## config.mk

```make
export PLATFORM = sky130hd
export DESIGN_NAME = sps_step_phase_sequencer
export DESIGN_NICKNAME = d
export VERILOG_FILES = /design/src/pkg/sps_pkg.sv /design/src/pkg/sps_pin_if.sv /design/src/core/sps_step_phase_sequencer.sv /design/src/core/sps_sync.sv
export VERILOG_INCLUDE_DIRS = /design/src /design/src/pkg
export SDC_FILE = /design/constraint.sdc
export NUM_CORES = 1
export LEC_CHECK = 0
export ABC_AREA = 1
export BUFFER_PORTS_ARGS = -buffer_cell sky130_fd_sc_hd__buf_2
export CORE_ASPECT_RATIO = 0.75
export CORE_MARGIN = 8
export CORE_UTILIZATION = 43
export CTS_CLUSTER_DIAMETER = 100
export DETAILED_ROUTE_END_ITERATION = 12
export PLACE_DENSITY = 0.83
export RECOVER_POWER = 100
export SETUP_SLACK_MARGIN = 0.3
export SYNTH_ARGS = -nofsm -noshare
export SYNTH_HDL_FRONTEND = slang
export SYNTH_SLANG_ARGS = --single-unit
```

## constraint.sdc

```tcl
create_clock -name ref_clk_i -period 2.1 [get_ports ref_clk_i]
set_input_delay 0.42 -clock ref_clk_i [delete_from_list [all_inputs] [get_ports ref_clk_i]]
set_output_delay 0.42 -clock ref_clk_i [all_outputs]
set_load 0.1 [all_outputs]
```

## src/pkg/sps_regs.svh

```systemverilog
// Purpose: Offsets, field positions, reset values and timing counts of the step phase sequencer.
// Assumes: Included by its bare name wherever a constant is needed.
// Notes:   Angle unit is 1/128 of an electrical cycle (2.8125 degrees).
`ifndef SPS_REGS_SVH
`define SPS_REGS_SVH

// Register byte offsets on the Wishbone slave.
`define SPS_ADR_CTRL        8'h00
`define SPS_ADR_STATUS      8'h04

// Control register fields and reset value.
`define SPS_CTRL_ARST_BIT   0
`define SPS_CTRL_GATE_BIT   1
`define SPS_CTRL_RESET      2'h2

// Status register field positions.
`define SPS_ST_ANGLE_LSB    0
`define SPS_ST_MODE_LSB     8
`define SPS_ST_HOME_BIT     16
`define SPS_ST_BRIDGE_BIT   17
`define SPS_ST_DIR_BIT      18
`define SPS_ST_ARST_BIT     19

// Angle counter: 128 positions per electrical cycle, initial angle 45 degrees.
`define SPS_ANGLE_W         7
`define SPS_ANGLE_INIT      7'h10
`define SPS_ANGLE_90        7'h20
`define SPS_ANGLE_180       7'h40
`define SPS_ANGLE_270       7'h60

// Angle increment per step for each resolution.
`define SPS_STEP_FULL       7'h20
`define SPS_STEP_HALF       7'h10
`define SPS_STEP_QUARTER    7'h08
`define SPS_STEP_EIGHTH     7'h04
`define SPS_STEP_SIXTEENTH  7'h02
`define SPS_STEP_THIRTYTWO  7'h01

// Chopping oscillator rate and its divider count (longest period, rounded down).
`define SPS_CLK_KHZ         200000
`define SPS_CHOP_KHZ        1120
`define SPS_CHOP_CYC        (`SPS_CLK_KHZ / `SPS_CHOP_KHZ)

`endif

```

## src/pkg/sps_pkg.sv

```systemverilog
// Purpose: Types shared by the step phase sequencer files.
// Assumes: Constants live in sps_regs.svh.
// Notes:   The resolution enum is one-hot.
package sps_pkg;

  // Decoded step resolution, one-hot.
  typedef enum logic [7:0] {
    SPS_STANDBY   = 8'h01,
    SPS_FULL      = 8'h02,
    SPS_HALF_A    = 8'h04,
    SPS_QUARTER   = 8'h08,
    SPS_HALF_B    = 8'h10,
    SPS_EIGHTH    = 8'h20,
    SPS_SIXTEENTH = 8'h40,
    SPS_THIRTYTWO = 8'h80
  } sps_mode_t;

endpackage

```

## src/pkg/sps_pin_if.sv

```systemverilog
// Purpose: Carries raw pin levels into the synchroniser and the clean levels back out.
// Assumes: Both ends share ref_clk_i.
// Notes:   Width is the number of pins carried.
interface sps_pin_if #(parameter int W = 1);
  logic [W-1:0] raw;   // Asynchronous pin levels.
  logic [W-1:0] sync;  // Levels after two flip-flops.
  modport user   (output raw, input sync);
  modport syncer (input raw, output sync);
endinterface

```

## src/core/sps_step_phase_sequencer.sv

```systemverilog
// Purpose: Digital indexer of a two-phase bipolar stepper driver with a Wishbone control slave.
// Assumes: Step, direction, enable, angle reset and resolution pins are asynchronous to ref_clk_i.
// Notes:   Bridge and monitor pins are reported as value plus output enable; released means high impedance.
// Function
// - Each step rising edge advances one resolution step.
// - Step falling edge leaves angle unchanged.
// - Enable high drives bridges, low floats them.
// - Clockwise: phase A leads phase B by 90.
// - Counterclockwise: phase B leads phase A by 90.
// - Selector all low: standby, oscillator stopped, bridges off.
// - Decode selector bits into seven step resolutions.
// - Angle reset high holds initial angle.
// - Monitor pulled low while angle reset active.
// - Initial angle is 45 degrees, every resolution.
`include "sps_regs.svh"
module sps_step_phase_sequencer
  import sps_pkg::*;
#(
  parameter int CHOP_CYC = `SPS_CHOP_CYC
) (
  // Clock and reset.
  input  wire logic        ref_clk_i,
  input  wire logic        reset_n_i,
  // Host pins.
  input  wire logic        step_pulse_i,
  input  wire logic        rotation_direction_in_i,
  input  wire logic        output_enable_i,
  input  wire logic        angle_reset_i,
  input  wire logic        step_res_sel_bit0_i,
  input  wire logic        step_res_sel_bit1_i,
  input  wire logic        step_res_sel_bit2_i,
  // Bridge outputs.
  output logic             phase_a_pos_out_o,
  output logic             phase_a_pos_out_oe_o,
  output logic             phase_a_neg_out_o,
  output logic             phase_a_neg_out_oe_o,
  output logic             phase_b_pos_out_o,
  output logic             phase_b_pos_out_oe_o,
  output logic             phase_b_neg_out_o,
  output logic             phase_b_neg_out_oe_o,
  // Open-drain angle monitor and chopping tick.
  output logic             angle_home_monitor_o,
  output logic             angle_home_monitor_oe_o,
  output logic             chop_oscillator_tick_o,
  // Wishbone classic slave.
  input  wire logic        wb_cyc_i,
  input  wire logic        wb_stb_i,
  input  wire logic        wb_we_i,
  input  wire logic [7:0]  wb_adr_i,
  input  wire logic [31:0] wb_dat_i,
  input  wire logic [3:0]  wb_sel_i,
  output logic [31:0]      wb_dat_o,
  output logic             wb_ack_o
);

  localparam int AW = `SPS_ANGLE_W;  // Angle counter width.

  sps_pin_if #(.W(7)) pin_bus ();  // Pin group into the synchroniser.

  // Order: step, direction, enable, angle reset, selector bit0..bit2.
  assign pin_bus.raw = {step_pulse_i, rotation_direction_in_i, output_enable_i, angle_reset_i,
                        step_res_sel_bit0_i, step_res_sel_bit1_i, step_res_sel_bit2_i};

  sps_sync u_sync (
    .ref_clk_i (ref_clk_i),
    .reset_n_i (reset_n_i),
    .pins      (pin_bus)
  );

  logic          step_s;      // Synchronised step level.
  logic          dir_s;       // Synchronised direction, high is clockwise.
  logic          en_s;        // Synchronised output enable.
  logic          arst_pin_s;  // Synchronised angle reset pin.
  logic [2:0]    sel_s;       // Selector as {bit0, bit1, bit2}.
  assign {step_s, dir_s, en_s, arst_pin_s, sel_s} = pin_bus.sync;

  // State registers and their next values.
  logic          step_d,  next_step_d;   // Previous step level for edge detection.
  logic [AW-1:0] angle,   next_angle;    // Electrical angle position.
  logic [1:0]    ctrl,    next_ctrl;     // Software control bits.
  logic [7:0]    chop_cnt, next_chop_cnt; // Chopping divider.
  logic          chop_tick, next_chop_tick;
  logic [3:0]    br_val,  next_br_val;   // Bridge levels: a+, a-, b+, b-.
  logic          br_oe,   next_br_oe;    // Bridges driven.
  logic          mon_oe,  next_mon_oe;   // Monitor pulling low.
  logic          ack,     next_ack;
  logic [31:0]   rdata,   next_rdata;

  sps_mode_t     mode;        // Decoded resolution.
  logic [AW-1:0] step_size;   // Angle increment for this resolution.
  logic          arst;        // Angle reset from pin or software.
  logic          step_rise;   // One-cycle rising edge of step.

  // Decode the selector into a resolution and its step size.
  always_comb begin
    mode      = SPS_STANDBY;
    step_size = '0;
    case (sel_s)
      3'h1: begin mode = SPS_FULL;      step_size = `SPS_STEP_FULL;      end
      3'h2: begin mode = SPS_HALF_A;    step_size = `SPS_STEP_HALF;      end
      3'h3: begin mode = SPS_QUARTER;   step_size = `SPS_STEP_QUARTER;   end
      3'h4: begin mode = SPS_HALF_B;    step_size = `SPS_STEP_HALF;      end
      3'h5: begin mode = SPS_EIGHTH;    step_size = `SPS_STEP_EIGHTH;    end
      3'h6: begin mode = SPS_SIXTEENTH; step_size = `SPS_STEP_SIXTEENTH; end
      3'h7: begin mode = SPS_THIRTYTWO; step_size = `SPS_STEP_THIRTYTWO; end
      default: begin mode = SPS_STANDBY; step_size = '0; end
    endcase
  end

  assign arst      = arst_pin_s | ctrl[`SPS_CTRL_ARST_BIT];
  assign step_rise = step_s & ~step_d;

  // Angle next value: reset wins, otherwise move on a rising step edge only.
  always_comb begin
    next_step_d = step_s;
    next_angle  = angle;
    if (arst) begin
      next_angle = `SPS_ANGLE_INIT;
    end else if (step_rise && mode != SPS_STANDBY) begin
      // Up counts clockwise, down counts counterclockwise, wrapping per cycle.
      if (dir_s) begin
        next_angle = angle + step_size;
      end else begin
        next_angle = angle - step_size;
      end
    end
  end

  // Chopping divider: stopped and cleared in standby.
  always_comb begin
    next_chop_cnt  = chop_cnt;
    next_chop_tick = 1'b0;
    if (mode == SPS_STANDBY) begin
      next_chop_cnt = '0;
    end else if (chop_cnt == 8'(CHOP_CYC - 1)) begin
      next_chop_cnt  = '0;
      next_chop_tick = 1'b1;
    end else begin
      next_chop_cnt = chop_cnt + 8'h01;
    end
  end

  // Bridge polarity from the angle: phase A follows the cosine, phase B the sine,
  // so counting up puts A 90 degrees ahead and counting down puts B ahead.
  always_comb begin
    logic a_zero;
    logic a_pos;
    logic b_zero;
    logic b_pos;
    a_zero = 1'b0;
    a_pos  = 1'b0;
    b_zero = 1'b0;
    b_pos  = 1'b0;
    a_zero = (angle == `SPS_ANGLE_90) || (angle == `SPS_ANGLE_270);
    a_pos  = (angle < `SPS_ANGLE_90) || (angle > `SPS_ANGLE_270);
    b_zero = (angle == '0) || (angle == `SPS_ANGLE_180);
    b_pos  = (angle < `SPS_ANGLE_180);
    // Positive current: plus high, minus low; negative: the reverse; zero: both low.
    next_br_val = {a_pos & ~a_zero, ~a_pos & ~a_zero, b_pos & ~b_zero, ~b_pos & ~b_zero};
    // Driven only with enable high, outside standby, and with software gate set.
    next_br_oe  = en_s && (mode != SPS_STANDBY) && ctrl[`SPS_CTRL_GATE_BIT];
    // Monitor pulls low during angle reset or at the initial angle.
    next_mon_oe = arst || (angle == `SPS_ANGLE_INIT);
  end

  // Wishbone slave: one-cycle registered answer, unmapped reads give zero.
  always_comb begin
    next_ctrl  = ctrl;
    next_ack   = wb_cyc_i && wb_stb_i && !ack;
    next_rdata = '0;
    if (wb_cyc_i && wb_stb_i && !ack) begin
      if (wb_adr_i == `SPS_ADR_CTRL) begin
        if (wb_we_i && wb_sel_i[0]) begin
          next_ctrl = wb_dat_i[1:0];
        end
        next_rdata = {30'h0, ctrl};
      end else if (wb_adr_i == `SPS_ADR_STATUS) begin
        next_rdata[`SPS_ST_ANGLE_LSB +: AW] = angle;
        next_rdata[`SPS_ST_MODE_LSB +: 8]   = mode;
        next_rdata[`SPS_ST_HOME_BIT]        = mon_oe;
        next_rdata[`SPS_ST_BRIDGE_BIT]      = br_oe;
        next_rdata[`SPS_ST_DIR_BIT]         = dir_s;
        next_rdata[`SPS_ST_ARST_BIT]        = arst;
      end else begin
        next_rdata = '0;
      end
    end
  end

  // Register all state.
  always_ff @(posedge ref_clk_i or negedge reset_n_i) begin
    if (!reset_n_i) begin
      step_d    <= 1'b0;
      angle     <= `SPS_ANGLE_INIT;
      ctrl      <= `SPS_CTRL_RESET;
      chop_cnt  <= '0;
      chop_tick <= 1'b0;
      br_val    <= '0;
      br_oe     <= 1'b0;
      mon_oe    <= 1'b0;
      ack       <= 1'b0;
      rdata     <= '0;
    end else begin
      step_d    <= next_step_d;
      angle     <= next_angle;
      ctrl      <= next_ctrl;
      chop_cnt  <= next_chop_cnt;
      chop_tick <= next_chop_tick;
      br_val    <= next_br_val;
      br_oe     <= next_br_oe;
      mon_oe    <= next_mon_oe;
      ack       <= next_ack;
      rdata     <= next_rdata;
    end
  end

  // Outputs straight from flip-flops, except the monitor value, which is tied low.
  assign {phase_a_pos_out_o, phase_a_neg_out_o, phase_b_pos_out_o, phase_b_neg_out_o} = br_val;
  assign phase_a_pos_out_oe_o    = br_oe;
  assign phase_a_neg_out_oe_o    = br_oe;
  assign phase_b_pos_out_oe_o    = br_oe;
  assign phase_b_neg_out_oe_o    = br_oe;
  assign angle_home_monitor_o    = 1'b0;
  assign angle_home_monitor_oe_o = mon_oe;
  assign chop_oscillator_tick_o  = chop_tick;
  assign wb_ack_o                = ack;
  assign wb_dat_o                = rdata;

endmodule // sps_step_phase_sequencer

```

## src/core/sps_sync.sv

```systemverilog
// Purpose: Two flip-flop synchroniser for a group of asynchronous pins.
// Assumes: Each pin is an independent level; no bus coherence is needed.
// Notes:   The first stage is read only by the second stage.
module sps_sync (
  // Clock and reset.
  input wire logic   ref_clk_i,
  input wire logic   reset_n_i,
  // Pin group.
  sps_pin_if.syncer  pins
);

  logic [$bits(pins.raw)-1:0] meta;       // First stage, metastable-prone.
  logic [$bits(pins.raw)-1:0] stable;     // Second stage.
  logic [$bits(pins.raw)-1:0] next_meta;  // Next first stage.
  logic [$bits(pins.raw)-1:0] next_stable; // Next second stage.

  // Next values: shift the pins one stage along.
  always_comb begin
    next_meta   = pins.raw;
    next_stable = meta;
  end

  // Register both stages.
  always_ff @(posedge ref_clk_i or negedge reset_n_i) begin
    if (!reset_n_i) begin
      meta   <= '0;
      stable <= '0;
    end else begin
      meta   <= next_meta;
      stable <= next_stable;
    end
  end

  assign pins.sync = stable;

endmodule // sps_sync

```

# Word-level counts from Yosys, hierarchy flattened
# Cells that the tools add are included.
dict set report totals {
  mem_count 0
  mem_bits_ro 0
  ram_bits 0
  wordCells 73
  out_inout_bits 44
  reg_bits 72
  inputBits 56
  latchBits 0
}
dict set report op_classes {
  reduce_logical 16
  n_eq_ne 15
  magnitude_cmp 3
  div_mod_pow 0
  n_mux 13
  bitwise 11
  n_addsub 3
  shift 0
  n_mul 0
}
# operator count
set ops {}
lappend ops {{one-hot mux 8 bit (7 select lines)} 1}
lappend ops {{2-to-1 mux 20 bit} 2}
lappend ops {{one-hot mux 6 bit (6 select lines)} 1}
lappend ops {{2-to-1 mux 7 bit} 4}
lappend ops {{2-to-1 mux 8 bit} 2}
lappend ops {{equality test 7 bit (second input constant)} 2}
lappend ops {{equality test 3 bit (second input constant)} 4}
lappend ops {{2-to-1 mux 12 bit} 1}
lappend ops {{adder 8 x 1 -> 8 bit (second input constant)} 1}
lappend ops {{equality test 8 x 1 -> 1 bit (second input constant)} 1}
lappend ops {{equality test 8 x 3 -> 1 bit (second input constant)} 1}
lappend ops {{equality test 8 bit (second input constant)} 1}
lappend ops {{zero test 8 bit} 1}
lappend ops {{inequality test 8 x 1 -> 1 bit (second input constant)} 1}
lappend ops {{adder 7 bit} 1}
lappend ops {{equality test 7 x 5 -> 1 bit (second input constant)} 1}
lappend ops {{equality test 7 x 6 -> 1 bit (second input constant)} 1}
lappend ops {{greater-than comparator 7 bit (second input constant)} 1}
lappend ops {{zero test 7 bit} 1}
lappend ops {{less-than comparator 7 x 6 -> 1 bit (second input constant)} 1}
lappend ops {{less-than comparator 7 bit (second input constant)} 1}
lappend ops {{subtractor 7 bit} 1}
lappend ops {{equality test 3 x 2 -> 1 bit (second input constant)} 2}
lappend ops {{logical AND 1 bit} 6}
lappend ops {{10 further kinds} 22}

# Longest topological paths before layout
dict set report depth {
  depth_word 7
  depth_mapped 20
  mapped_depth_nobuf 20
}

# By module
# A second synthesis with hierarchy kept.
dict set report hier_totals {
  hier_cells 280
  area_unflattened_um2 2702.6
}
# module instances seq_area_each_um2 area_per_inst_um2 cells_each
set modules_own_cells {}
lappend modules_own_cells {sps_step_phase_sequencer 1 1128.6 2352.3 266}
lappend modules_own_cells {sps_sync 1 350.3 350.3 14}

# Least setup slack after synthesis
# OpenSTA, ideal clock, no wires.
dict set report synth_path {
  kind {flip-flop to flip-flop}
  start {register u_sync.stable[0] (netlist: u_sync.pins.sync[0])}
  end {register angle[6]}
  setup_ps 117
  required_time_ps 1983
  t_arrival_ps 2099
  synth_period_minus_slack_ps 2216
  path_buffers 1
  stages_incl_launch_ff 20
  path_slack_ps -116
  path_cell_list {dfrtp_1 buf_2 nand3_1 ha_1 inv_1 nand2_1 nand2_1 nor3_2 nand3_1 nand2_1 nand2_1 ha_1 nand2_1 inv_1 nand2_1 nand2_1 nor2_1 nand3_1 nand3_1 nand2_1}
}
dict set report synth_between {
  elab_chain_cells 7
  elab_cells_between_ends 18
  classes_between {add/sub: 2; eq/ne: 8; mux: 5; reduce/logical: 3}
}
# item line_no
set synth_lines {}
lappend synth_lines {{from (decl)} sps_sync.sv:13} ;# logic [$bits(pins.raw)-1:0] stable;
lappend synth_lines {{from (signal assigned)} sps_sync.sv:30} ;# stable <= next_stable;
lappend synth_lines {{equality test 3 bit or equality test 3 x 2 -> 1 bit (tied branches)} sps_step_phase_sequencer.sv:98} ;# case (sel_s)
lappend synth_lines {{OR reduction 2 bit (no source line)} -}
lappend synth_lines {{one-hot mux 6 bit (6 select lines)} sps_step_phase_sequencer.sv:98}
lappend synth_lines {{subtractor 7 bit or adder 7 bit (tied branches)} {sps_step_phase_sequencer.sv:124, sps_step_phase_sequencer.sv:122}}
lappend synth_lines {{2-to-1 mux 7 bit} sps_step_phase_sequencer.sv:121} ;# if (dir_s) begin
lappend synth_lines {{2-to-1 mux 7 bit} sps_step_phase_sequencer.sv:119} ;# end else if (step_rise && mode != SPS_STANDBY) begin
lappend synth_lines {{2-to-1 mux 7 bit} sps_step_phase_sequencer.sv:117} ;# if (arst) begin
lappend synth_lines {{to (signal assigned)} sps_step_phase_sequencer.sv:194} ;# angle <= `SPS_ANGLE_INIT;
lappend synth_lines {{to (signal assigned)} sps_step_phase_sequencer.sv:205} ;# angle <= next_angle;
lappend synth_lines {{to (decl)} sps_step_phase_sequencer.sv:79} ;# logic [AW-1:0] angle, next_angle;
# Several ways; a longest one is shown, not always the timed one. The select of a mux whose other input is x is not followed.
# A chain may end at the register's enable or synchronous reset.

# Worst setup path after layout
dict set report layout_path {
  start {register u_sync.stable[2] (netlist: u_sync.pins.sync[2])}
  end {register angle[6]}
}
# The elaborated chain is that of the path after synthesis.

==> metrics.txt <==
Crit Path Category flip-flop to flip-flop; Die Span Y 84.1 µm; Max Slew Vio Count 0; IO Pins 100; Power Total 2.89 mW; critical path peak fanout 5; Worst R2R End angle[6]; vias in the first global route 2194; R2R depth 15; hold buffers post-CTS 0; outcome finished, violations left; diode count 0; failing checks setup timing; post-route ant nets 0; leakage 1.87 nW; CP arrival 2600 ps; core area 0.00589 mm²; Final Non-Filler Cells 454; row count 24; Startpoint Class flip-flop; Tmin final 2360 ps; Starting Density 45.2%; Max-cap violations 0; TritonCTS sink count 59; post-DP HPWL 4410 µm; Hold Path Class input port to flip-flop; Seq cells post-synth 59; Mapped Cells 278; DR vias/cell 4.84; clock skew 4.67 ps; Power per Cell Area 793 mW/mm²; largest net degree at the start of global routing 28; Worst-path clk slew 60 ps; EDFF count, synth 0; synth unique cells 32; nets 438; sequential fraction of the synthesis area 55.6%; Num CTS Buffers 9; Most used DFF post-synth dfrtp_1; Critical Path RT 2340 ps; GRT Resource Usage Total 13.9%; initial antenna violation count 0; Hold Path End u_sync.meta[3]; root buf cell clkbuf_8; worst slew pin tran 1100 ps; most common cell after layout, fill and taps aside dfrtp_1; RSZ-0062 raised after global routing yes; asr flop ratio synth 100%; share of layout cells above drive strength 1 39.1%; period utilisation layout 112%; fmax 424 MHz; depth of the CTS H-tree 3; Cell Count Post-Placement 426; grt ovf 0; Via Count 2199; final wirelength 6620 µm; first-pass GRT wire length 9860 µm; Die Footprint 0.00898 mm²; Die W 107 µm; filler cell count in the final layout 481; drc violations 0; Port Buffers 52; WHS Path Cells 1; Yosys warning count 0; most frequent cells in the layout 57 x dfrtp_1, 41 x nor2_1, 32 x nand2_1; Fin. Hold Viols 0; Iter 0 DRT Violations 202; drt pass-1 iters 4; Avg Cell Area, Syn 9.56 µm²; clk_lat worst skew 340 ps; Worst setup EP type flip-flop; Synth Cell Area 0.00266 mm²; worst reg2reg startpoint u_sync.pins.sync[2]; Routed wire per std cell 14.6 µm; Hold Crit Start angle_reset_i; R2R Setup Slk -260 ps; CTS tree done; worst setup margin -260 ps; final setup violation count 5; IR drop worst, VDD 0.000612 V; Area Growth Syn to Fin 37.2%; Longest Clk Path Bufs 2; RD Place Congestion 0.878; Rel. slew slack 26.7%
==> cell families after synthesis <==
family                   after synthesis  synth area share, %
AO/OA/AOI/OAI                         21                 4.52
XOR/XNOR                               9                 2.96
adder cells (fa/ha/maj)               11                 5.46
buffers and inverters                 49                 9.41
flip-flops                            59                 55.6
other                                  1                0.141
AND/OR/NAND/NOR                      128                 21.9
==> power by group <==
group          leakage, nW  total, mW  internal (mW)  switching [mW]
Combinational         1.00      0.629          0.201           0.428
Sequential           0.763       1.23           1.19          0.0413
Clock                0.101       1.03          0.612           0.421
Total                 1.87       2.89           2.00           0.890
==> metrics by stage <==
step	setup TNS [ps]	setup WS (ps)	hold WS [ps]	cell area, µm²	utilization, %
floorplan	-3.48	-3.48	124	2740	-
detailed placement	-442	-156	337	3140	53.3
CTS	-350	-124	21.9	3420	58.2
global placement	-55.8	-55.8	333	3140	53.3
finish	-1070	-260	175	3650	62.0
global route	-1680	-379	154	3650	62.0
==> worst max path at each step <==
stage                        startpoint        to  slack (ps)
finish              u_sync.pins.sync[2]  angle[6]        -260
global route        u_sync.pins.sync[2]  angle[6]        -380
CTS                 u_sync.pins.sync[1]  angle[6]        -120
detailed placement  u_sync.pins.sync[1]  angle[6]        -160
global placement    u_sync.pins.sync[2]  angle[6]         -60
floorplan           u_sync.pins.sync[1]  angle[6]          -3
==> Yosys cell counts, types with 2 or more instances <==
cell,n,area share [%]
o21ai_1,4,0.75
dfrtp_1,57,54
buf_2,2,0.38
buf_4,17,4.8
dfstp_2,2,2.0
nor2_1,44,6.2
xnor2_1,5,1.6
xor2_1,4,1.3
nand2_1,43,6.1
nand2_4,2,0.85
o21ai_0,6,1.1
a21oi_1,5,0.94
o22ai_1,2,0.47
nand4_1,6,1.4
ha_1,10,4.7
nor3_1,4,0.75
inv_1,28,4.0
nand3_1,22,4.1
nor3b_1,2,0.56
==> metal layers <==
metal	routed length, µm	vias to the layer above	part of all wire, %	GRT usage [%]
li1	-	1047	-	-
met2	2980	86	45	20.2
met1	2860	1053	43	16.2
met5	0	-	0	0
met3	626	13	9.5	7.18
met4	149	0	2.3	7.64
==> what timing repair did <==
item	in CTS	in global routing
pin swaps	10	31
setup endpoints to repair	6	15
resized for setup	16	41
buffers inserted	5	7
==> state kept, by name, indices dropped and copies added, names as in the netlist, 2 cells and up <==
signal and count:
u_sync.pins.sync 7, chop_cnt 8, br_val 4, angle 7, u_sync.meta 7, ctrl 2, wb_dat_o 19
==> critical path, cell delays in order, from the launching register on <==
cell     delay, ps
dfrtp_1        400
nand2_1         80
nor2_2         150
inv_2           60
ha_4           160
inv_4           80
buf_4          110
nand2_1         80
xor2_1         170
ha_2           420
buf_4          140
nand4_1         90
nand3_1        100
nand3_1         80
nand3_1         80
nand2_1         50
==> layout make-up <==
type / count / area, µm² / area share [%]
Sequential cell: 59 / 1480 / 40.5
Multi-Input combinational cell: 183 / 1210 / 33.1
Timing Repair Buffer: 88 / 546 / 15.0
Clock buffer: 14 / 163 / 4.46
Inverter: 30 / 120 / 3.29
Tap cell: 78 / 97.6 / 2.67
Clock inverter: 2 / 35.0 / 0.960
Power figures use the tool's default switching activity.
